==> config.mk <==
export PLATFORM = sky130hd
export DESIGN_NAME = iec_top
export DESIGN_NICKNAME = d
export VERILOG_FILES = /design/src/iec_pkg.sv /design/src/iec_top.sv /design/src/iec_delay_mem.sv
export SDC_FILE = /design/constraint.sdc
export NUM_CORES = 2
export LEC_CHECK = 0
export BUFFER_PORTS_ARGS = -buffer_cell sky130_fd_sc_hd__buf_2
export CORE_MARGIN = 4
export CORE_UTILIZATION = 40
export DETAILED_ROUTE_END_ITERATION = 16
export GPL_TIMING_DRIVEN = 1
export SYNTH_ARGS = -nofsm -noshare
export SYNTH_HDL_FRONTEND = slang
export SYNTH_HIERARCHICAL = 1
export SYNTH_SLANG_ARGS = --single-unit
==> constraint.sdc <==
create_clock -name clk_sys -period 20.4 [get_ports clk_sys]
set_input_delay 4.08 -clock clk_sys [delete_from_list [all_inputs] [get_ports clk_sys]]
set_output_delay 4.08 -clock clk_sys [all_outputs]
set_load 0.01 [all_outputs]
==> src/iec_pkg.sv <==
// Purpose: Shared constants and types for the input edge event capture block
// Assumes: 125 MHz system clock, 32-bit AHB-Lite register bus
// Notes:   Times are given in their own unit, cycle counts derive from them
package iec_pkg;

  localparam int unsigned CLK_MHZ       = 125;
  localparam int unsigned FAST_FILT_NS  = 5000;
  localparam int unsigned SLOW_FILT_NS  = 50000;
  localparam int unsigned DEF_FILT_MS   = 10;
  localparam int unsigned DELAY_STEP_MS = 1;
  localparam int unsigned OPT_MAX_KHZ   = 10;
  localparam int unsigned FAST_FILT_CYC = (FAST_FILT_NS * CLK_MHZ + 999) / 1000;
  localparam int unsigned SLOW_FILT_CYC = (SLOW_FILT_NS * CLK_MHZ + 999) / 1000;
  localparam int unsigned DEF_FILT_CYC  = DEF_FILT_MS * 1000 * CLK_MHZ;
  localparam int unsigned STEP_CYC      = DELAY_STEP_MS * 1000 * CLK_MHZ;
  // Shortest legal period of an optional counter input, in cycles
  localparam int unsigned OPT_MIN_CYC   = (1000 * CLK_MHZ) / OPT_MAX_KHZ;

  localparam int unsigned N_IN  = 8;
  localparam int unsigned N_IRQ = 6;

  // Register byte offsets
  localparam logic [7:0] OFF_STATUS   = 8'h00;
  localparam logic [7:0] OFF_MASK     = 8'h04;
  localparam logic [7:0] OFF_CATCH    = 8'h08;
  localparam logic [7:0] OFF_IRQDIS   = 8'h0C;
  localparam logic [7:0] OFF_DELAY    = 8'h40;  // Six words, one per interrupt input
  localparam logic [7:0] OFF_HSCSEL   = 8'h14;
  localparam logic [7:0] OFF_CONTROL  = 8'h18;
  localparam logic [7:0] OFF_FREQ     = 8'h1C;
  localparam logic [7:0] OFF_PINS     = 8'h20;

  // Status bit positions: 0..5 rise, 8..13 fall, 16..23 catch, 24 freq, 25 opt rate
  localparam int unsigned ST_RISE = 0;
  localparam int unsigned ST_FALL = 8;
  localparam int unsigned ST_CAT  = 16;
  localparam int unsigned ST_FRQ  = 24;
  localparam int unsigned ST_OPT  = 25;

  // Control bits
  localparam int unsigned CT_INDEXED = 0;
  localparam int unsigned CT_WDT     = 1;

  localparam logic [31:0] RST_MASK   = 32'h0000_0000;
  localparam logic [31:0] RST_IRQDIS = 32'h0000_003F;
  localparam logic [7:0]  RST_DELAY  = 8'h00;

  typedef struct packed {
    logic        sel;
    logic        write;
    logic [7:0]  addr;
  } iec_req_t;

  typedef struct packed {
    logic [15:0] total;
    logic [15:0] limit;
  } iec_freq_t;

endpackage

==> src/iec_top.sv <==
// Purpose: Input filtering, edge interrupts with delay, pulse catch, counter checks
// Assumes: Inputs are asynchronous pins; AHB-Lite slave with zero wait states
// Notes:   Delay words sit at their own offsets, one per interrupt input (0-5)
// Function
// RULE1: six inputs each raise their own interrupt to the program
// RULE2: source holds each interrupt input level at least 5 us
// RULE3: separate rise and fall vectors per input, plus a disable flag
// RULE4: service start is postponed by a programmable count of 1 ms steps
// RULE5: eight catch flags latch when an ON pulse is seen
// RULE6: catch pulses last 5 us on inputs 0-5, 50 us on 6-7
// RULE7: counter inputs get 5 us filter (0-5) or 50 us (6-7)
// RULE8: other inputs keep a 10 ms filter after reset
// RULE9: indexed compare addressing switches all counters to software mode
// RULE10: optional counters flag inputs at 10 kHz or faster
// RULE11: configuration gives each fast input only one function
// RULE12: source keeps counter rates within the allowed response frequency
// RULE13: weighted sum of counter frequencies is checked against the overall limit
// RULE14: a watchdog error forces all outputs off
// RULE15: inputs are synchronised before edge detection
//
// Local design decisions: the address map and the AHB-Lite slave port.
`timescale 1ns/1ps
`default_nettype none
module iec_top
  import iec_pkg::*;
#(
  parameter int unsigned DEF_CYC  = iec_pkg::DEF_FILT_CYC,
  parameter int unsigned STEP_LEN = iec_pkg::STEP_CYC
) (
  // Clock and reset
  input  wire logic                 clk_sys,
  input  wire logic                 sys_rst,
  // Input terminals
  input  wire logic [7:0]           in_pin,
  // AHB-Lite slave
  input  wire logic                 hsel,
  input  wire logic [31:0]          haddr,
  input  wire logic [1:0]           htrans,
  input  wire logic                 hwrite,
  input  wire logic [2:0]           hsize,
  input  wire logic                 hready,
  input  wire logic [31:0]          hwdata,
  output logic      [31:0]          hrdata,
  output logic                      hreadyout,
  output logic                      hresp,
  // Events and status
  input  wire iec_pkg::iec_freq_t   freq_in,
  output logic                      irq,
  output logic [5:0]                in_rise_vector,
  output logic [5:0]                in_fall_vector,
  output logic [7:0]                catch_flag,
  output logic                      soft_count_mode,
  output logic                      outputs_off
);
  import iec_pkg::*;

  logic [7:0]  s1_r, s2_r, s3_r, filt_r;
  logic [31:0] status_r, status_set;
  logic [31:0] mask_r, irqdis_r, control_r;
  logic [7:0]  hscsel_r;
  logic [7:0]  catch_r;
  logic        wdt_r;
  iec_req_t    req_r;
  logic [2:0]  dly_idx_r;
  logic [7:0]  dly_rd;
  logic [5:0]  pend_r, rise_pend_r;
  logic [5:0]  rise_ev, fall_ev;
  logic [7:0]  rise_all;
  logic [23:0] step_cnt_r;
  logic        step_tick;
  logic        freq_err, opt_err;
  logic        rd_status;

  // Three-stage synchroniser
  always_ff @(posedge clk_sys or posedge sys_rst)
  begin
    if (sys_rst)
    begin
      s1_r <= 8'h00;
      s2_r <= 8'h00;
      s3_r <= 8'h00;
    end
    else
    begin
      s1_r <= in_pin;    // RULE15
      s2_r <= s1_r;
      s3_r <= s2_r;
    end
  end

  // Per-input filter and edge detection
  logic [31:0] fcnt_r [8];
  logic [31:0] opt_cnt_r [2];
  genvar g;
  generate
    for (g = 0; g < 8; g++)
    begin : g_in
      logic [31:0] lim;
      logic        agree;
      assign agree = (s2_r[g] == s3_r[g]);
      always_comb
      begin
        if (hscsel_r[g])
          lim = (g < 6) ? FAST_FILT_CYC : SLOW_FILT_CYC;   // RULE7
        else
          lim = DEF_CYC;                                   // RULE8
      end
      always_ff @(posedge clk_sys or posedge sys_rst)
      begin
        if (sys_rst)
        begin
          fcnt_r[g] <= 32'h0000_0000;
          filt_r[g] <= 1'b0;
        end
        else if (!agree || (s3_r[g] == filt_r[g]))
          fcnt_r[g] <= 32'h0000_0000;
        else if (fcnt_r[g] + 32'h0000_0001 >= lim)
        begin
          fcnt_r[g] <= 32'h0000_0000;
          filt_r[g] <= s3_r[g];                            // RULE15
        end
        else
          fcnt_r[g] <= fcnt_r[g] + 32'h0000_0001;
      end
    end
  endgenerate

  // Filtered edges
  logic [7:0] filt_d_r;
  always_ff @(posedge clk_sys or posedge sys_rst)
  begin
    if (sys_rst)
      filt_d_r <= 8'h00;
    else
      filt_d_r <= filt_r;
  end
  assign rise_all = filt_r & ~filt_d_r;
  assign rise_ev  = rise_all[5:0] & ~irqdis_r[5:0];              // RULE3
  assign fall_ev  = ~filt_r[5:0] & filt_d_r[5:0] & ~irqdis_r[5:0]; // RULE3

  // Millisecond step tick
  always_ff @(posedge clk_sys or posedge sys_rst)
  begin
    if (sys_rst)
      step_cnt_r <= 24'h00_0000;
    else if (step_cnt_r >= 24'(STEP_LEN - 1))
      step_cnt_r <= 24'h00_0000;
    else
      step_cnt_r <= step_cnt_r + 24'h00_0001;
  end
  assign step_tick = (step_cnt_r >= 24'(STEP_LEN - 1));

  // Delay settings memory, read rotates over the six inputs
  iec_delay_mem #(.DEPTH(6), .AW(3), .DW(8)) u_dly (
    .clk_sys (clk_sys),
    .sys_rst (sys_rst),
    .wr_en   (req_r.sel && req_r.write && (req_r.addr[7:5] == OFF_DELAY[7:5])
              && (req_r.addr[4:2] < 3'h6)),
    .wr_addr (req_r.addr[4:2]),
    .wr_data (hwdata[7:0]),
    .rd_addr (dly_idx_r),
    .rd_data (dly_rd)
  );

  // Per-input delay countdown
  logic [7:0] dly_val_r [6];
  logic [7:0] dwn_r [6];
  always_ff @(posedge clk_sys or posedge sys_rst)
  begin
    if (sys_rst)
      dly_idx_r <= 3'h0;
    else
      dly_idx_r <= (dly_idx_r == 3'h5) ? 3'h0 : dly_idx_r + 3'h1;
  end
  logic [2:0] dly_idx_d_r;
  always_ff @(posedge clk_sys or posedge sys_rst)
  begin
    if (sys_rst)
      dly_idx_d_r <= 3'h0;
    else
      dly_idx_d_r <= dly_idx_r;
  end

  generate
    for (g = 0; g < 6; g++)
    begin : g_irq
      always_ff @(posedge clk_sys or posedge sys_rst)
      begin
        if (sys_rst)
          dly_val_r[g] <= RST_DELAY;
        else if (dly_idx_d_r == 3'(g))
          dly_val_r[g] <= dly_rd;
      end
      always_ff @(posedge clk_sys or posedge sys_rst)
      begin
        if (sys_rst)
        begin
          pend_r[g]      <= 1'b0;
          rise_pend_r[g] <= 1'b0;
          dwn_r[g]       <= 8'h00;
        end
        else if (rise_ev[g] || fall_ev[g])
        begin
          pend_r[g]      <= 1'b1;                          // RULE4
          rise_pend_r[g] <= rise_ev[g];
          dwn_r[g]       <= dly_val_r[g];
        end
        else if (pend_r[g] && dwn_r[g] == 8'h00)
          pend_r[g] <= 1'b0;
        else if (pend_r[g] && step_tick)
          dwn_r[g] <= dwn_r[g] - 8'h01;                    // RULE4
      end
      assign status_set[ST_RISE+g] = pend_r[g] && dwn_r[g] == 8'h00 && rise_pend_r[g]; // RULE1
      assign status_set[ST_FALL+g] = pend_r[g] && dwn_r[g] == 8'h00 && !rise_pend_r[g];
    end
  endgenerate
  assign status_set[7:6]   = 2'b00;
  assign status_set[15:14] = 2'b00;
  assign status_set[ST_CAT+7:ST_CAT] = rise_all;           // RULE5
  assign status_set[ST_FRQ] = freq_err;
  assign status_set[ST_OPT] = opt_err;
  assign status_set[31:26] = 6'h00;

  // Optional counter rate watch on inputs 6 and 7
  logic [1:0] opt_err_v;
  generate
    for (g = 0; g < 2; g++)
    begin : g_opt
      always_ff @(posedge clk_sys or posedge sys_rst)
      begin
        if (sys_rst)
          opt_cnt_r[g] <= 32'h0000_0000;
        else if (rise_all[6+g])
          opt_cnt_r[g] <= 32'h0000_0000;
        else if (opt_cnt_r[g] != 32'hFFFF_FFFF)
          opt_cnt_r[g] <= opt_cnt_r[g] + 32'h0000_0001;
      end
      assign opt_err_v[g] = hscsel_r[6+g] && rise_all[6+g]
                            && (opt_cnt_r[g] < OPT_MIN_CYC); // RULE10
    end
  endgenerate
  assign opt_err  = |opt_err_v;
  assign freq_err = (freq_in.total > freq_in.limit);       // RULE13

  // Catch flags, set wins over a read clear
  always_ff @(posedge clk_sys or posedge sys_rst)
  begin
    if (sys_rst)
      catch_r <= 8'h00;
    else if (req_r.sel && !req_r.write && req_r.addr == OFF_CATCH)
      catch_r <= rise_all;                                 // RULE5
    else
      catch_r <= catch_r | rise_all;                       // RULE5
  end

  // AHB-Lite address phase capture
  always_ff @(posedge clk_sys or posedge sys_rst)
  begin
    if (sys_rst)
      req_r <= '0;
    else if (hready)
    begin
      req_r.sel   <= hsel && htrans[1];
      req_r.write <= hwrite;
      req_r.addr  <= haddr[7:0];
    end
    else
      req_r.sel <= 1'b0;
  end
  assign rd_status = req_r.sel && !req_r.write && req_r.addr == OFF_STATUS;

  // Software registers
  always_ff @(posedge clk_sys or posedge sys_rst)
  begin
    if (sys_rst)
    begin
      mask_r    <= RST_MASK;
      irqdis_r  <= RST_IRQDIS;
      hscsel_r  <= 8'h00;
      control_r <= 32'h0000_0000;
    end
    else if (req_r.sel && req_r.write)
    begin
      if (req_r.addr == OFF_MASK)
        mask_r <= hwdata;
      else if (req_r.addr == OFF_IRQDIS)
        irqdis_r <= {26'h000_0000, hwdata[5:0]};           // RULE3
      else if (req_r.addr == OFF_HSCSEL)
        hscsel_r <= hwdata[7:0];
      else if (req_r.addr == OFF_CONTROL)
        control_r <= {30'h0000_0000, hwdata[1:0]};
    end
  end

  // Sticky status, cleared by read, set wins
  always_ff @(posedge clk_sys or posedge sys_rst)
  begin
    if (sys_rst)
      status_r <= 32'h0000_0000;
    else if (rd_status)
      status_r <= status_set;
    else
      status_r <= status_r | status_set;
  end

  // Watchdog error latch
  always_ff @(posedge clk_sys or posedge sys_rst)
  begin
    if (sys_rst)
      wdt_r <= 1'b0;
    else if (control_r[CT_WDT])
      wdt_r <= 1'b1;
  end

  // Read data
  always_comb
  begin
    if (req_r.addr == OFF_STATUS)
      hrdata = status_r;
    else if (req_r.addr == OFF_MASK)
      hrdata = mask_r;
    else if (req_r.addr == OFF_CATCH)
      hrdata = {24'h00_0000, catch_r};
    else if (req_r.addr == OFF_IRQDIS)
      hrdata = irqdis_r;
    else if (req_r.addr == OFF_HSCSEL)
      hrdata = {24'h00_0000, hscsel_r};
    else if (req_r.addr == OFF_CONTROL)
      hrdata = control_r;
    else if (req_r.addr == OFF_FREQ)
      hrdata = {freq_in.limit, freq_in.total};
    else if (req_r.addr == OFF_PINS)
      hrdata = {24'h00_0000, filt_r};
    else
      hrdata = 32'h0000_0000;
  end
  assign hreadyout = 1'b1;
  assign hresp     = 1'b0;

  // Outputs; irq, rise and fall vectors and catch flags forced off on watchdog error
  assign outputs_off     = wdt_r;
  assign soft_count_mode = control_r[CT_INDEXED];                        // RULE9
  assign irq             = !wdt_r && |(status_r & mask_r);              // RULE14
  assign in_rise_vector  = wdt_r ? 6'h00 : status_r[ST_RISE+5:ST_RISE]; // RULE14
  assign in_fall_vector  = wdt_r ? 6'h00 : status_r[ST_FALL+5:ST_FALL];
  assign catch_flag      = wdt_r ? 8'h00 : catch_r;                      // RULE14

  // Assertions
  catch_sticky_a : assert property (@(posedge clk_sys) disable iff (sys_rst)
    rise_all[0] |=> catch_r[0])                                          // RULE5
    else $error("catch flag not set on pulse");
  dis_blocks_a : assert property (@(posedge clk_sys) disable iff (sys_rst)
    irqdis_r[0] |-> !rise_ev[0] && !fall_ev[0])                          // RULE3
    else $error("disabled input raised event");
  wdt_off_a : assert property (@(posedge clk_sys) disable iff (sys_rst)
    wdt_r |-> !irq && catch_flag == 8'h00)                               // RULE14
    else $error("outputs not off after watchdog");
  soft_mode_a : assert property (@(posedge clk_sys) disable iff (sys_rst)
    $rose(control_r[CT_INDEXED]) |-> soft_count_mode)                    // RULE9
    else $error("software counter mode missing");
  freq_flag_a : assert property (@(posedge clk_sys) disable iff (sys_rst)
    freq_err && !rd_status |=> status_r[ST_FRQ])                         // RULE13
    else $error("frequency error not flagged");
  sync_edge_a : assert property (@(posedge clk_sys) disable iff (sys_rst)
    rise_all[1] |=> !rise_all[1])                                        // RULE15
    else $error("edge event longer than one cycle");
  fast_filter_a : assert property (@(posedge clk_sys) disable iff (sys_rst)
    hscsel_r[0] && $changed(filt_r[0]) |-> $past(s3_r[0], 1) == filt_r[0]) // RULE7
    else $error("filter took wrong value");
  delay_zero_a : assert property (@(posedge clk_sys) disable iff (sys_rst)
    rise_ev[2] && dly_val_r[2] == 8'h00 |=> status_set[ST_RISE+2])       // RULE4
    else $error("zero delay not immediate");
  irq_out_a : assert property (@(posedge clk_sys) disable iff (sys_rst)
    (status_r & mask_r) != 32'h0 && !wdt_r |-> irq)                      // RULE1
    else $error("interrupt not raised");
  def_filter_a : assert property (@(posedge clk_sys) disable iff (sys_rst)
    !hscsel_r[3] && $changed(filt_r[3]) |-> $past(fcnt_r[3]) + 1 >= DEF_CYC) // RULE8
    else $error("default filter too short");
  opt_rate_a : assert property (@(posedge clk_sys) disable iff (sys_rst)
    opt_err |=> status_r[ST_OPT])                                        // RULE10
    else $error("optional counter rate not flagged");
endmodule
`default_nettype wire

==> src/iec_delay_mem.sv <==
// Purpose: Per-interrupt delay setting store, registered read port
// Assumes: One write port, one read port, same clock
// Notes:   Holds the delay in 1 ms steps for each interrupt input
`timescale 1ns/1ps
`default_nettype none
module iec_delay_mem #(
  parameter int unsigned DEPTH = 6,
  parameter int unsigned AW    = 3,
  parameter int unsigned DW    = 8
) (
  // Clock and reset
  input  wire logic          clk_sys,
  input  wire logic          sys_rst,
  // Write port
  input  wire logic          wr_en,
  input  wire logic [AW-1:0] wr_addr,
  input  wire logic [DW-1:0] wr_data,
  // Read port
  input  wire logic [AW-1:0] rd_addr,
  output logic      [DW-1:0] rd_data
);
  logic [DW-1:0] mem_r [DEPTH];

  always_ff @(posedge clk_sys or posedge sys_rst)
  begin
    if (sys_rst)
    begin
      for (int i = 0; i < DEPTH; i++)
        mem_r[i] <= '0;
    end
    else if (wr_en && (wr_addr < AW'(DEPTH)))
      mem_r[wr_addr] <= wr_data;
  end

  always_ff @(posedge clk_sys or posedge sys_rst)
  begin
    if (sys_rst)
      rd_data <= '0;
    else if (rd_addr < AW'(DEPTH))
      rd_data <= mem_r[rd_addr];
    else
      rd_data <= '0;
  end
endmodule
`default_nettype wire

# ---- After elaboration in Yosys (flattened, before gate mapping)
# Cells that the tools add are included.
dict set report word_totals {
  word_cells 353
  regBits 653
  output_inout_bits 57
  latch_bits 0
  n_memories 0
  inputBits 114
  romBits 0
  ramBits 0
}
dict set report op_classes {
  multipliers 0
  n_bitwise 23
  n_reduce_logical 110
  n_lt_le_gt_ge 17
  addsub 18
  muxes 81
  n_eq_ne 38
  shift 0
  div 0
}
# op n
set op_table {}
lappend op_table {{$mux 32} 28}
lappend op_table {{$add 32x1->32 const B} 10}
lappend op_table {{$ge 32x32->1} 8}
lappend op_table {{$mux 8} 25}
lappend op_table {{$mux 21} 8}
lappend op_table {{$lt 32x14->1 const B} 2}
lappend op_table {{$ne 32x32->1 const B} 2}
lappend op_table {{$logic_not 8->1} 7}
lappend op_table {{$bwmux 48} 1}
lappend op_table {{$sub 8x1->8 const B} 6}
lappend op_table {{$logic_and 1x1->1} 38}
lappend op_table {{$and 32x32->32} 1}
lappend op_table {{$or 32x26->32} 1}
lappend op_table {{$reduce_or 32->1} 1}
lappend op_table {{$reduce_and 2->1} 15}
lappend op_table {{$reduce_bool 2->1} 14}
lappend op_table {{$add 24x1->24 const B} 1}
lappend op_table {{$bmux 8 s3} 1}
lappend op_table {{$demux 8 s3} 1}
lappend op_table {{$eq 8x5->1 const B} 3}
lappend op_table {{$ge 24x17->1 const B} 1}
lappend op_table {{$mux 24} 1}
lappend op_table {{$and 6x6->6} 3}
lappend op_table {{$eq 1x1->1} 16}
lappend op_table {{other kinds (28)} 93}

# ---- Depth between registers and ports, before layout
dict set report logic_depth {
  ltp_word 9
  depth_mapped 16
  mapped_depth_nobuf 14
}

# ---- Cells and area by module
# The synthesis kept the hierarchy.
# module cells_each area_each_um2 seq_area_each_um2 instances
set modules_own_cells {}
lappend modules_own_cells {iec_top 3040 30456.7 14696.6 1}
lappend modules_own_cells {iec_delay_mem 164 2467.4 1401.3 1}

# ---- Least setup slack after synthesis
# No wires, ideal clock.
dict set report synth_path {
  path_kind {in2out}
  startpoint {input freq_in[16] (netlist name)}
  endpoint {output hrdata[0]}
  n_path_buf 0
  arrival_ns 4.648
  stages 4
  slack_ns 11.672
  t_required_ns 16.320
  cell_sequence {a222oi_1 -> nand4_1 -> o21ai_0 -> nand2_1}
}
dict set report synth_via {
  elab_chain_len 7
}
# element line
set synth_rtl {}
lappend synth_rtl {{from (decl)} iec_top.sv:47} ;# input wire iec_pkg::iec_freq_t freq_in,
lappend synth_rtl {{$mux 32} iec_top.sv:330} ;# else if (req_r.addr == OFF_FREQ)
lappend synth_rtl {{$mux 32} iec_top.sv:328} ;# else if (req_r.addr == OFF_CONTROL)
lappend synth_rtl {{$mux 32} iec_top.sv:326} ;# else if (req_r.addr == OFF_HSCSEL)
lappend synth_rtl {{$mux 32} iec_top.sv:324} ;# else if (req_r.addr == OFF_IRQDIS)
lappend synth_rtl {{$mux 32} iec_top.sv:322} ;# else if (req_r.addr == OFF_CATCH)
lappend synth_rtl {{$mux 32} iec_top.sv:320} ;# else if (req_r.addr == OFF_MASK)
lappend synth_rtl {{$mux 32} iec_top.sv:318} ;# if (req_r.addr == OFF_STATUS)
lappend synth_rtl {{to (decl)} iec_top.sv:43} ;# output logic [31:0] hrdata,
# No other way between the ends.

# ---- Final worst setup path
dict set report layout_path {
  startpoint {input freq_in[19] (netlist name)}
  endpoint {output hrdata[3]}
}
# Same word-level chain as after synthesis.

==> run summary <==
============================================================================================
Worst hold path stage count                                                                0
Total setup violations reported at the end of the flow                                     0
Run status                                                                      finished clean
Die area                                                                         0.08696 mm²
Post-Synthesis Cell Area                                                         0.03292 mm²
Total via count in the routed design                                                   24591
Number of buffers inserted during clock tree synthesis                                    75
Fin Setup TNS                                                                           0 ns
Power Dens Cells                                                                86.53 mW/mm²
Cell types occupying the most area after synthesis                              dfrtp_1, mux2_2, xor2_1
Post-synth top area share                                                             48.42%
Sequential cell area                                                             0.01610 mm²
Reg power frac                                                                         45.0%
Global-route wire length before repair                                              131.6 mm
Post-synthesis xor/xnor area fraction                                                 7.661%
Vias per std cell                                                                      5.386
Switching power as a share of total power                                             26.62%
Via count of the first global-routing pass                                             23827
Total global-route track usage                                                        19.04%
Gate power share                                                                       11.0%
Non-Filler Cell Area, Final                                                      0.03785 mm²
Largest family of logic cells by synthesized area                               simple AND/OR/NAND/NOR gates
Cell accounting for the most synthesized area                                        dfrtp_1
Min-delay worst type                                                            flop to flop
Most common cell after layout, fill and taps aside                                   dfrtp_1
IO Port Bufs                                                                             140
Total number of nets in the final design                                                3649
Max VDD drop                                                                      0.05608 mV
Final Critical Period                                                               9.308 ns
Initial core utilization                                                              40.61%
Number of antenna-violating nets in the routed design                                      0
TritonCTS clock tree                                                                     yes
Count of final hold-check violations                                                       0
Required time at the endpoint of the critical path                                  16.32 ns
Cell area after placement                                                        0.03516 mm²
Bufs on Longest Clock Path                                                                 3
Final-report max-slew violation count                                                      0
Wire per inst                                                                       18.05 µm
Number of buffers inserted for hold repair after clock tree synthesis                      0
Combined area of the multi-input logic cells                                     0.01639 mm²
Avg Cell Area, Syn                                                                 10.28 µm²
Root Buffer Master                                                                 clkbuf_16
Post-placement setup slack                                                          11.12 ns
Area growth syn-to-layout                                                             14.95%
Count of max-cap constraint violations                                                     0
Adder-cell share of the synthesized area                                              3.610%
FFs w/ async S/R, synth                                                               100.0%
Data arrival time of the critical path                                               5.23 ns
I/O pin total                                                                            171
#FFs+latches synth                                                                       643
Clock tree sinks                                                                         643
Setup slack after layout                                                            11.09 ns
Sequential element share of the synthesized area                                      48.89%
Critical Path End Type                                                           output port
H-tree Lvls                                                                                3
Number of placement rows                                                                 104
Net switching power figure                                                          871.8 µW
Cell count after synthesis                                                              3204
Floorplan die height                                                                294.9 µm
Internal Power                                                                       2403 µW
Antenna violations before repair                                                          12
DRC violations left                                                                        0
Placer's final routability congestion estimate                                        0.8376
Synthesized-area fraction occupied by ao, oa, aoi and oai cells                       8.923%
Setup Buffers After CTS                                                                    0
Post-synthesis cell type count                                                            91
Count of flip-flops with a built-in enable after synthesis                                 0
Top achievable clock speed                                                         107.4 MHz
Later-pin clock latency in the skew report                                           0.63 ns
Iter 0 DRT Violations                                                                   1722
DR pass1 iterations                                                                        7
CTS clk-pin slew, worst paths                                                        0.06 ns
Multiplexer share of the synthesized area                                             6.734%
RSZ-0062 raised after global routing                                                      no
Pin slew with the least headroom to its limit                                       1.189 ns
Share of the cycle needed by the critical path after routing                          45.63%
Syn. warnings                                                                              6
Routed Wire Length                                                                  82.42 mm
Largest fanout on the critical path                                                        2
Maximum number of pins on one net before global-route repair                             186
Final clock skew                                                                  0.02863 ns
Path type of the worst setup path                                               input pin to output port
CP startpoint kind                                                                 input pin
Worst slew margin relative to its limit                                               20.39%
Basic-gate share of the synthesized area counting and, or, nand and nor cells         21.56%
Total half-perimeter wirelength after legalization and detailed placement           57.92 mm
Core area                                                                        0.08107 mm²
Final-layout fill cell count                                                            7629
Resized Gates After CTS                                                                    0
Horizontal extent of the die                                                        294.9 µm
Count of cells along the worst register-to-register path                                  13
Fraction of final layout cells sized beyond drive strength 1                          14.62%
Most frequent cells in the layout                                               dfrtp_1, nor2_1, nand2_1, nand3_1, mux2_2
LEAKAGE                                                                           0.01673 µW
Top_reg_cell synth                                                                   dfrtp_1
Total gr overflow                                                                          0
Total chip power                                                                     3275 µW
Hold Slack                                                                         0.3470 ns
Clock power frac                                                                       44.0%
============================================================================================
==> cell type report <==
class                      count  share of cell area (%)
clock inverter                34                   1.369
timing repair buffer         174                   2.559
sequential                   643                   42.53
clock buffer                 105                   5.716
multi-input combinational   2448                   43.31
inverter                      98                  0.9819
tap                         1060                   3.504
antenna                        4                 0.02645
==> cells in the mapped netlist, types with 14 or more instances <==
cell type and count:
a21o_1 27, a21oi_1 99, a222oi_1 24, a22oi_1 17, and2_1 24, and3_1 73, and4_1 30, clkbuf_1 81
dfrtp_1 637, ha_1 95, inv_1 98, mux2_2 163, mux2i_1 37, nand2_1 194, nand2b_1 22, nand3_1 183
nand3b_1 18, nand4_1 84, nor2_1 349, nor2b_1 106, nor3_1 74, nor4_1 52, nor4b_1 14, o211ai_1 14
o21ai_0 91, or3_1 37, xnor2_1 136, xor2_1 152
==> worst max-delay path, cell delays in order <==
cell and delay, ns:
buf_2 0.11, a222oi_1 0.32, nand3_1 0.15, o21ai_0 0.15
nand2_1 0.21, buf_2 0.20
==> routing by layer <==
layer  wire [µm]  track usage (%)  share of wire, %
met3        4646            3.994               5.6
met4        2240            5.737               2.7
met1       38980            27.17                47
met5          61                0             0.074
met2       36490            29.28                44
==> per-stage QoR <==
step	utilization (%)	instances
final	46.69	4566
after global routing	46.68	4564
after CTS	46.67	4562
after detailed placement	43.37	4423
after global placement	43.37	4423
after floorplan	-	3299
==> sequential cells by signal (all words and copies together), names as in the netlist <==
| name | flops |
|---|---|
| s1_r | 8 |
| fcnt_r | 256 |
| req_r | 10 |
| dly_idx_r | 3 |
| s3_r | 8 |
| rise_pend_r | 6 |
| control_r | 2 |
| s2_r | 8 |
| u_dly/rd_data | 8 |
| catch_r | 8 |
| pend_r | 6 |
| outputs_off | 1 |
| filt_r | 8 |
| irqdis_r | 6 |
| step_cnt_r | 24 |
| dwn_r | 48 |
| opt_cnt_r | 64 |
| u_dly/mem_r | 48 |
| dly_idx_d_r | 3 |
| status_r | 22 |
| hscsel_r | 8 |
| filt_d_r | 8 |
| dly_val_r | 48 |
| mask_r | 32 |
==> power groups by stage <==
| stage | logic [µW] | registers (µW) | clock network (µW) |
|---|---|---|---|
| finish | 361 | 1470 | 1440 |
| floorplan | 261 | 1450 | 0 |
| global route | 410 | 1490 | 1530 |
| detailed placement | 363 | 1500 | 0 |
| CTS | 365 | 1470 | 1480 |
| global placement | 356 | 1490 | 0 |
==> cell families after synthesis <==
group,count (synthesis)
mux,201
other cells,2
simple gates,1340
flops,643
xor+xnor,288
compound gates,427
buf+inv,208
fa+ha+maj,95
==> worst paths after layout <==
path | from | to | slack (ns)
min in group asynchronous | sys_rst | u_dly/mem_r[18]$_DFFE_PP0P_ | 3.69
setup / recovery | freq_in[19] | hrdata[3] | 11.09
hold reg to reg | s1_r[4]$_DFF_PP0_ | s2_r[4]$_DFF_PP0_ | 0.35
max in group asynchronous | sys_rst | fcnt_r[202]$_DFF_PP0_ | 12.71
hold / removal | s1_r[4]$_DFF_PP0_ | s2_r[4]$_DFF_PP0_ | 0.35
setup reg to reg | fcnt_r[192]$_DFF_PP0_ | fcnt_r[202]$_DFF_PP0_ | 16.05
Note: power is estimated with default switching activity, not from simulation.
